==> config.mk <==
export PLATFORM = sky130hd
export DESIGN_NAME = fall_motion_detector
export DESIGN_NICKNAME = d
export VERILOG_FILES = /design/src/hw/axis_compare.v /design/src/hw/debounce_counter.v /design/src/hw/fall_motion_detector.v
export VERILOG_INCLUDE_DIRS = /design/src /design/src/common
export SDC_FILE = /design/constraint.sdc
export NUM_CORES = 1
export LEC_CHECK = 0
export BUFFER_PORTS_ARGS = -buffer_cell sky130_fd_sc_hd__buf_2
export CAP_MARGIN = 20
export CELL_PAD_IN_SITES_DETAIL_PLACEMENT = 1
export CELL_PAD_IN_SITES_GLOBAL_PLACEMENT = 1
export CORE_MARGIN = 5
export CORE_UTILIZATION = 43
export DETAILED_ROUTE_END_ITERATION = 7
export PLACE_DENSITY = 0.9
export RECOVER_POWER = 100
export SLEW_MARGIN = 20
export SYNTH_ARGS = -nofsm -noshare
export SYNTH_HDL_FRONTEND = slang
export SYNTH_SLANG_ARGS = --single-unit
==> constraint.sdc <==
create_clock -name core_clk -period 5.35 [get_ports core_clk]
set_clock_uncertainty 0.2 [all_clocks]
set_input_delay 0 -clock core_clk [delete_from_list [all_inputs] [get_ports core_clk]]
set_output_delay 0 -clock core_clk [all_outputs]
set_load 0.05 [all_outputs]
==> src/common/fall_motion_consts.vh <==
/*
  Register offsets, field positions, reset values and widths for the freefall
  and motion detector. Assumes it is included by bare name from the hw/ files.
*/
`ifndef FALL_MOTION_CONSTS_VH
`define FALL_MOTION_CONSTS_VH

// ---------------------------------------------------------------------------
// Register map
// ---------------------------------------------------------------------------
`define FM_ADDR_W 8
`define FM_DATA_W 8
`define FM_OFS_CONFIG 8'h15
`define FM_OFS_SOURCE 8'h16
`define FM_OFS_THRESHOLD 8'h17
`define FM_OFS_DEBOUNCE_COUNT 8'h18
`define FM_OFS_IRQ_CTRL 8'h19

// ---------------------------------------------------------------------------
// Configuration register fields
// ---------------------------------------------------------------------------
`define FM_CFG_LATCH_BIT 7
`define FM_CFG_COMBINE_BIT 6
`define FM_CFG_EN_LSB 3
`define FM_CFG_EN_MSB 5
`define FM_CFG_RESET 8'h00

// ---------------------------------------------------------------------------
// Source register fields
// ---------------------------------------------------------------------------
`define FM_SRC_ACTIVE_BIT 7
`define FM_SRC_RESET 8'h00

// ---------------------------------------------------------------------------
// Threshold and debounce fields
// ---------------------------------------------------------------------------
`define FM_THS_CLEAR_MODE_BIT 7
`define FM_THS_MSB 6
`define FM_THS_W 7
`define FM_THS_RESET 7'h00
`define FM_CNT_W 8
`define FM_CNT_RESET 8'h00
`define FM_CNT_ONE 8'h01

// ---------------------------------------------------------------------------
// Interrupt control fields
// ---------------------------------------------------------------------------
`define FM_IRQ_ENABLE_BIT 0
`define FM_IRQ_ROUTE_BIT 1

// ---------------------------------------------------------------------------
// Axis data
// ---------------------------------------------------------------------------
`define FM_AXES 3
`define FM_ACC_W 8
`define FM_MAG_W 8

`endif

==> src/hw/axis_compare.v <==
/*
  One axis comparator: magnitude of a signed sample against the threshold,
  with the sign as polarity. Assumes samples are scaled so one count equals
  one threshold count.
*/
`timescale 1ns/10ps
`default_nettype none
`include "fall_motion_consts.vh"

module axis_compare (
  input wire [`FM_ACC_W-1:0] sample,
  input wire [`FM_THS_W-1:0] threshold,
  output wire above,
  output wire negative
);

  wire [`FM_MAG_W-1:0] magnitude;

  // The most negative sample gives a magnitude of 128, still above any threshold.
  assign magnitude = sample[`FM_ACC_W-1] ? (~sample + 8'h01) : sample;
  assign above = magnitude > {1'b0, threshold};
  assign negative = sample[`FM_ACC_W-1];

endmodule // axis_compare
`default_nettype wire

==> src/hw/debounce_counter.v <==
/*
  Debounce counter for the freefall and motion event. Assumes step pulses
  once per output data sample and clear comes from a latched source read.
*/
`timescale 1ns/10ps
`default_nettype none
`include "fall_motion_consts.vh"

module debounce_counter (
  input wire core_clk,
  input wire sys_rst,
  input wire clk_en,
  input wire step,
  input wire clear,
  input wire cond,
  input wire clear_mode,
  input wire [`FM_CNT_W-1:0] target,
  output reg [`FM_CNT_W-1:0] count_q,
  output wire reach_d
);

  reg [`FM_CNT_W-1:0] count_d;
  reg [`FM_CNT_W-1:0] base;

  always @* begin
    base = clear ? `FM_CNT_RESET : count_q;
    count_d = base;
    if (step) begin
      if (cond) begin
        if (base < target) begin
          count_d = base + `FM_CNT_ONE;
        end
      end else if (clear_mode) begin
        count_d = `FM_CNT_RESET;
      end else if (base != `FM_CNT_RESET) begin
        count_d = base - `FM_CNT_ONE;
      end
    end
  end

  assign reach_d = step && cond && (count_d == target);

  always @(posedge core_clk) begin
    if (sys_rst) begin
      count_q <= `FM_CNT_RESET;
    end else if (clk_en) begin
      count_q <= count_d;
    end
  end

endmodule // debounce_counter
`default_nettype wire

==> src/hw/fall_motion_detector.v <==
/*
  Freefall and motion detector with its register file and interrupt routing.
  Assumes sample_valid pulses once per output data sample on core_clk and
  that the axis samples come from logic on the same clock.
*/
// The strobed register port was chosen for this implementation.
// Function
// - Latched motion: active flag holds until read
// - Latched read clears source and debounce counter
// - Inactive flag shows live, undebounced axis flags
// - Latched active: axis flags hold until read
// - Latch enable bit selects latched source
// - Combine select: 0 AND freefall, 1 OR
// - Per-axis enable bits gate detection
// - Latched: freeze source, block newer results
// - Unlatched: source follows real-time status
// - Freefall: all enabled magnitudes at most threshold
// - Motion: any enabled magnitude above threshold
// - Source layout: active, zero, Z/Y/X pairs
// - Active flag set by configured combination
// - Disabled axis flags read zero
// - Polarity: 0 positive, 1 negative
// - Interrupt from active flag, enable, route
// - Counter counts matches, saturates at count
// - Lapse: clear or decrement per mode
// - Threshold 7 bits, 0 to 127 counts
// - Unlatched read clears nothing
`timescale 1ns/10ps
`default_nettype none
`include "fall_motion_consts.vh"

module fall_motion_detector (
  input wire core_clk,
  input wire sys_rst,
  input wire clk_en,
  input wire sample_valid,
  input wire [`FM_ACC_W-1:0] accel_x,
  input wire [`FM_ACC_W-1:0] accel_y,
  input wire [`FM_ACC_W-1:0] accel_z,
  input wire [`FM_ADDR_W-1:0] reg_addr,
  input wire [`FM_DATA_W-1:0] reg_wdata,
  input wire reg_wr,
  input wire reg_rd,
  output reg [`FM_DATA_W-1:0] reg_rdata,
  output reg irq_line1,
  output reg irq_line2
);

  // ---------------------------------------------------------------------------
  // Configuration registers
  // ---------------------------------------------------------------------------
  reg event_latch_enable_q;
  reg combine_select_q;
  reg [`FM_AXES-1:0] axis_enable_q;
  reg debounce_clear_mode_q;
  reg [`FM_THS_W-1:0] threshold_q;
  reg [`FM_CNT_W-1:0] debounce_target_q;
  reg fall_motion_irq_enable_q;
  reg fall_motion_irq_route_q;

  wire wr_config;
  wire wr_threshold;
  wire wr_count;
  wire wr_irq;

  assign wr_config = reg_wr && (reg_addr == `FM_OFS_CONFIG);
  assign wr_threshold = reg_wr && (reg_addr == `FM_OFS_THRESHOLD);
  assign wr_count = reg_wr && (reg_addr == `FM_OFS_DEBOUNCE_COUNT);
  assign wr_irq = reg_wr && (reg_addr == `FM_OFS_IRQ_CTRL);

  always @(posedge core_clk) begin
    if (sys_rst) begin
      event_latch_enable_q <= 1'b0;
      combine_select_q <= 1'b0;
      axis_enable_q <= 3'h0;
      debounce_clear_mode_q <= 1'b0;
      threshold_q <= `FM_THS_RESET;
      debounce_target_q <= `FM_CNT_RESET;
      fall_motion_irq_enable_q <= 1'b0;
      fall_motion_irq_route_q <= 1'b0;
    end else if (clk_en) begin
      if (wr_config) begin
        event_latch_enable_q <= reg_wdata[`FM_CFG_LATCH_BIT];
        combine_select_q <= reg_wdata[`FM_CFG_COMBINE_BIT];
        axis_enable_q <= reg_wdata[`FM_CFG_EN_MSB:`FM_CFG_EN_LSB];
      end
      if (wr_threshold) begin
        debounce_clear_mode_q <= reg_wdata[`FM_THS_CLEAR_MODE_BIT];
        threshold_q <= reg_wdata[`FM_THS_MSB:0];
      end
      if (wr_count) begin
        debounce_target_q <= reg_wdata;
      end
      if (wr_irq) begin
        fall_motion_irq_enable_q <= reg_wdata[`FM_IRQ_ENABLE_BIT];
        fall_motion_irq_route_q <= reg_wdata[`FM_IRQ_ROUTE_BIT];
      end
    end
  end

  // ---------------------------------------------------------------------------
  // Per-axis comparison
  // ---------------------------------------------------------------------------
  // Axis index 0 is X, 1 is Y, 2 is Z, matching the enable field order.
  wire [3*`FM_ACC_W-1:0] accel_all;
  wire [`FM_AXES-1:0] axis_above;
  wire [`FM_AXES-1:0] axis_negative;
  wire [`FM_AXES-1:0] live_event;
  wire [`FM_AXES-1:0] live_polarity;

  assign accel_all = {accel_z, accel_y, accel_x};

  genvar g;
  generate
    for (g = 0; g < `FM_AXES; g = g + 1) begin : axis
      axis_compare cmp (
        .sample(accel_all[g*`FM_ACC_W +: `FM_ACC_W]),
        .threshold(threshold_q),
        .above(axis_above[g]),
        .negative(axis_negative[g])
      );
      assign live_event[g] = axis_enable_q[g] && axis_above[g];
      assign live_polarity[g] = axis_enable_q[g] && axis_above[g] && axis_negative[g];
    end
  endgenerate

  // ---------------------------------------------------------------------------
  // Combined condition
  // ---------------------------------------------------------------------------
  wire any_enabled;
  wire motion_cond;
  wire freefall_cond;
  wire combined_cond;

  assign any_enabled = |axis_enable_q;
  assign motion_cond = |live_event;
  // all enabled axes at or below
  assign freefall_cond = any_enabled && ((axis_above & axis_enable_q) == 3'h0);
  assign combined_cond = combine_select_q ? motion_cond : freefall_cond;

  // ---------------------------------------------------------------------------
  // Debounce
  // ---------------------------------------------------------------------------
  wire src_read;
  wire latched_clear;
  wire [`FM_CNT_W-1:0] debounce_count;
  wire reach_d;

  assign src_read = reg_rd && (reg_addr == `FM_OFS_SOURCE);
  assign latched_clear = src_read && event_latch_enable_q;

  debounce_counter dbc (
    .core_clk(core_clk),
    .sys_rst(sys_rst),
    .clk_en(clk_en),
    .step(sample_valid),
    .clear(latched_clear),
    .cond(combined_cond),
    .clear_mode(debounce_clear_mode_q),
    .target(debounce_target_q),
    .count_q(debounce_count),
    .reach_d(reach_d)
  );

  // ---------------------------------------------------------------------------
  // Event active flag and source flags
  // ---------------------------------------------------------------------------
  reg event_active_q;
  reg event_active_d;
  reg [`FM_AXES-1:0] event_flag_q;
  reg [`FM_AXES-1:0] event_flag_d;
  reg [`FM_AXES-1:0] polarity_flag_q;
  reg [`FM_AXES-1:0] polarity_flag_d;
  reg active_base;
  reg [`FM_AXES-1:0] event_base;
  reg [`FM_AXES-1:0] polarity_base;
  reg frozen;

  always @* begin
    // a latched read clears every source bit before the new sample applies
    active_base = latched_clear ? 1'b0 : event_active_q;
    event_base = latched_clear ? 3'h0 : event_flag_q;
    polarity_base = latched_clear ? 3'h0 : polarity_flag_q;
    frozen = event_latch_enable_q && active_base;
    event_active_d = active_base;
    event_flag_d = event_base;
    polarity_flag_d = polarity_base;
    if (sample_valid) begin
      if (event_latch_enable_q) begin
        // set on reach, hold until read
        if (reach_d) begin
          event_active_d = 1'b1;
        end
      end else if (combined_cond) begin
        event_active_d = reach_d || (active_base && debounce_count == debounce_target_q);
      end else begin
        event_active_d = active_base && !debounce_clear_mode_q && (debounce_count > `FM_CNT_ONE);
      end
      if (!frozen) begin
        event_flag_d = live_event;
        polarity_flag_d = live_polarity;
      end
    end
  end

  // Clearing is applied first, so an event reaching in the read cycle still sets.
  always @(posedge core_clk) begin
    if (sys_rst) begin
      event_active_q <= 1'b0;
      event_flag_q <= 3'h0;
      polarity_flag_q <= 3'h0;
    end else if (clk_en) begin
      event_active_q <= event_active_d;
      event_flag_q <= event_flag_d;
      polarity_flag_q <= polarity_flag_d;
    end
  end

  // ---------------------------------------------------------------------------
  // Source register view
  // ---------------------------------------------------------------------------
  wire [`FM_AXES-1:0] shown_event;
  wire [`FM_AXES-1:0] shown_polarity;
  wire [`FM_DATA_W-1:0] source_value;

  assign shown_event = event_flag_q & axis_enable_q;
  assign shown_polarity = polarity_flag_q & axis_enable_q;
  assign source_value = {event_active_q, 1'b0,
                         shown_event[2], shown_polarity[2],
                         shown_event[1], shown_polarity[1],
                         shown_event[0], shown_polarity[0]};

  // ---------------------------------------------------------------------------
  // Read port
  // ---------------------------------------------------------------------------
  reg [`FM_DATA_W-1:0] read_mux;

  always @* begin
    case (reg_addr)
      `FM_OFS_CONFIG: begin
        read_mux = {event_latch_enable_q, combine_select_q, axis_enable_q, 3'h0};
      end
      `FM_OFS_SOURCE: begin
        read_mux = source_value;
      end
      `FM_OFS_THRESHOLD: begin
        read_mux = {debounce_clear_mode_q, threshold_q};
      end
      `FM_OFS_DEBOUNCE_COUNT: begin
        read_mux = debounce_target_q;
      end
      `FM_OFS_IRQ_CTRL: begin
        read_mux = {6'h00, fall_motion_irq_route_q, fall_motion_irq_enable_q};
      end
      default: begin
        read_mux = 8'h00;
      end
    endcase
  end

  // Read data stand only in the cycle after the strobe and are zero otherwise.
  always @(posedge core_clk) begin
    if (sys_rst) begin
      reg_rdata <= 8'h00;
    end else if (clk_en) begin
      reg_rdata <= reg_rd ? read_mux : 8'h00;
    end
  end

  // ---------------------------------------------------------------------------
  // Interrupt routing
  // ---------------------------------------------------------------------------
  always @(posedge core_clk) begin
    if (sys_rst) begin
      irq_line1 <= 1'b0;
      irq_line2 <= 1'b0;
    end else if (clk_en) begin
      irq_line1 <= event_active_d && fall_motion_irq_enable_q && fall_motion_irq_route_q;
      irq_line2 <= event_active_d && fall_motion_irq_enable_q && !fall_motion_irq_route_q;
    end
  end

endmodule // fall_motion_detector
`default_nettype wire

==> metrics.cfg <==
[outcome]
outcome = complete, no violations

[logic_synthesis]
postSynthAreaPerCell_um2 = 7.456
synth-async-reset-ratio_pct = 0
seq_area_frac_synth_pct = 21.96
ys_types = 67
synthFlopType = dfxtp_1
synth_cells = 587
synth_area_um2 = 4377
yosys_warnings = 0
syn_nets = 667
synth_edf_count = 0
ys_ff_latch = 48

[finish]
design_area_um2 = 4916
area_delta_synth_final_pct = 12.32
seqCellArea_um2 = 960.9
multi_input_area_um2 = 3143
antennaDiodeCount = 0
drive_gt1_share_pct = 9.841
fin_nets = 709
n_fill_cell = 1217

[grt]
grt_pass1_vias = 5293
grt_antenna_before_repair = 0
grt_max_degree = 49
grt_pass1_wl_mm = 27.43
grt.overflow.total = 0
gr-usage-all-layers_pct = 26.99

[power]
sequentialPowerShare_pct = 39.3
p_per_area_nw_per_um2 = 196.3
clkPwrFrac_pct = 26.1
intPower_w = 0.0006047
p_sw_share_pct = 37.33
p_switching_w = 0.0003603
p_leak_nw = 1.876
combPwrFrac_pct = 34.6
ir_worst_vdd_uv = 140.0

[clocking]
clkLatencyLatePin_ps = 330
cts_buffer_depth = 2
cts_root_buffer = clkbuf_8
cts.clk_slew.worst_paths_ps = 110
cts_setup_buffers = 0
cts_buffers = 5
cts_tree = done
cts_max_level = 2
cts.sinks = 48

[route]
first_pass_iters = 8
drt_iter0_drc = 541
drtAntennaViolNets = 0
via_count = 4962
drc_errors = 0
wl_per_cell_um = 22.25
wirelength_mm = 16.98
vias_per_cell = 6.503

[setup_path]
critical_path.max_fanout = 18
worstRegToRegCells = 16
path_class = reg -> reg
crit_path_end_kind = flip-flop
crit_chain = and2_0 -> nand3_4 -> nand2_1 -> inv_1 -> ha_1 -> a21oi_1 -> o21ai_1 -> nor3_1 -> and3_1 -> mux2i_1 -> a2111oi_1 -> mux2i_1 -> a2111o_1 -> or4_1 -> o31a_1 -> o21ai_1
crit_arrival_ps = 5070
cpPeakStageDelay_ps = 500
required_ps = 5400
critPathLaunchType = flip-flop
cp_slowest_cell = or4_1

[sta]
clock.fmax_mhz = 199.5
hold_violations = 0
setup_viol = 0
fin_setup_tns_ps = 0
rsz0062_at_grt = false
drv_slew = 0
worst_pin_slew_ps = 995.2
final.min_clock_period_ps = 5013
slew_headroom_pct = 32.95
finalCritPeriodShare_pct = 93.70

[placed_design]
hpwl_mm = 11.61
gp_congestion = 0.9596
placed_cell_area_um2 = 4681
portBuffers = 55

[floorplan]
dieHeight_um = 110.9
initial_utilization_pct = 44.37
fp.dieArea_um2 = 12300
row_count = 36
dieWidth_um = 110.9
core_area_um2 = 9864
ioPinCount = 56

[min_path]
min_path_type = in -> reg
holdPathStages = 3

[flow_run]
maxCapViolations = 0

-- worst max-delay path: cells and delay by family (launching register included) --
kind            cells  cell delay, ps
compound gates      6            1650
fa+ha+maj           1             280
buf+inv             1              60
flops               1             460
mux                 2             260
simple gates        6            2000
-- cell usage in the layout (no fill, tap or decap), drive strengths merged, types with 4 or more instances in the layout --
cell / n
or3: 10
buf: 44
nor2: 69
dlygate4sd3: 15
nand2: 55
inv: 36
ha: 34
and2: 4
nor4b: 6
nand4: 11
xnor2: 29
o31ai: 7
a31oi: 6
and3: 11
a22oi: 9
nand2b: 14
dfxtp: 48
mux2i: 32
a21oi: 42
clkbuf: 18
a21o: 5
nand3: 21
a21boi: 5
a222oi: 5
o211ai: 8
nor3: 8
o21ai: 28
-- area by class of cell --
type	instances	area share, %
Inverter	35	2.672
Clock inverter	2	0.2800
Sequential cell	48	19.55
Tap cell	133	3.385
Multi-Input combinational cell	468	63.93
Timing Repair Buffer	71	8.501
Clock buffer	6	1.680
-- flip-flops by register name, indices dropped and copies added (netlist names) --
signal / cells
irq_line1: 1
axis_enable_q: 3
debounce_clear_mode_q: 1
event_active_q: 1
polarity_flag_q: 3
combine_select_q: 1
irq_line2: 1
threshold_q: 7
event_latch_enable_q: 1
debounce_target_q: 8
event_flag_q: 3
reg_rdata: 8
fall_motion_irq_route_q: 1
dbc.count_q: 8
fall_motion_irq_enable_q: 1
-- cells in the mapped netlist (all sizes together) (3+ instances only) --
library cell | number | area (um^2)
o21a | 3 | 22.52
o21ai | 28 | 151.4
buf | 3 | 21.27
nand2 | 55 | 206.5
a22oi | 9 | 67.56
or3 | 10 | 67.56
and3 | 11 | 73.82
nand3 | 21 | 110.1
mux2i | 32 | 320.3
nor4b | 6 | 73.81
inv | 35 | 131.4
clkbuf | 33 | 123.9
nand2b | 14 | 87.58
o31ai | 7 | 57.55
nor3 | 8 | 40.04
a211oi | 3 | 22.52
and2 | 4 | 25.02
nor2 | 69 | 259.0
a31oi | 6 | 37.54
o211ai | 8 | 60.06
nor2b | 3 | 18.77
ha | 34 | 425.4
o32ai | 3 | 26.28
a21oi | 42 | 210.2
a222oi | 5 | 50.05
nand4 | 11 | 68.82
a21boi | 5 | 37.54
dfxtp | 48 | 960.9
a21o | 5 | 37.54
xnor2 | 29 | 254.0
-- worst paths after layout --
check | from | end | slack [ps]
setup / recovery | event_latch_enable_q$_SDFFE_PP0P_ | irq_line2$_SDFFE_PP0P_ | 340
setup reg to reg | event_latch_enable_q$_SDFFE_PP0P_ | irq_line2$_SDFFE_PP0P_ | 340
hold reg to reg | irq_line2$_SDFFE_PP0P_ | irq_line2$_SDFFE_PP0P_ | 280
hold / removal | sample_valid | dbc.count_q[6]$_SDFFE_PP0P_ | 50
-- power groups by stage --
| stage | clock network [W] | logic, W | registers, W |
|---|---|---|---|
| 3_3_place_gp | 0 | 0.000292 | 0.000387 |
| 5_1_grt | 0.000269 | 0.000364 | 0.000380 |
| 3_5_place_dp | 0 | 0.000310 | 0.000387 |
| 4_1_cts | 0.000254 | 0.000320 | 0.000379 |
| 6_report | 0.000252 | 0.000334 | 0.000379 |
| 2_1_floorplan | 0 | 0.000228 | 0.000372 |
-- metrics by stage --
step	power [W]	worst slack (ps)	util, %	hold WS, ps	instances
after floorplan	0.0006009	1158	-	-56.06	587
after global placement	0.0006782	566.7	47.45	61.27	740
after detailed placement	0.0006970	361.0	47.45	75.49	740
after CTS	0.0009532	327.1	49.95	33.27	763
after global routing	0.001013	91.42	49.84	71.31	763
final	0.0009650	337.1	49.84	48.27	763
-- per-layer routing --
| layer | share of wire (%) | vias up | routed length, um | track usage (%) |
|---|---|---|---|---|
| li1 | - | 2196 | - | - |
| met1 | 41 | 2442 | 6946 | 33.01 |
| met2 | 47 | 246 | 8050 | 44.86 |
| met3 | 6.9 | 78 | 1174 | 5.459 |
| met4 | 4.8 | 0 | 807 | 13.55 |
| met5 | 0 | - | 0 | 0 |
-- logic make-up after synthesis --
family                   Yosys count  synth area share (%)
AND/OR/NAND/NOR                  227                 26.47
buffers and inverters             71                 6.318
adder cells (fa/ha/maj)           34                 9.720
multiplexers                      34                 7.833
flip-flops                        48                 21.96
AO/OA/AOI/OAI                    144                 21.90
XOR/XNOR                          29                 5.803
-- timing repair --
item,4_1_cts,5_1_grt
hold buffers,15,0
endpoints found under the hold margin,32,0
setup endpoints to repair,0,3
resized for setup,0,2
No activity file was read; power rests on OpenSTA's default activity.
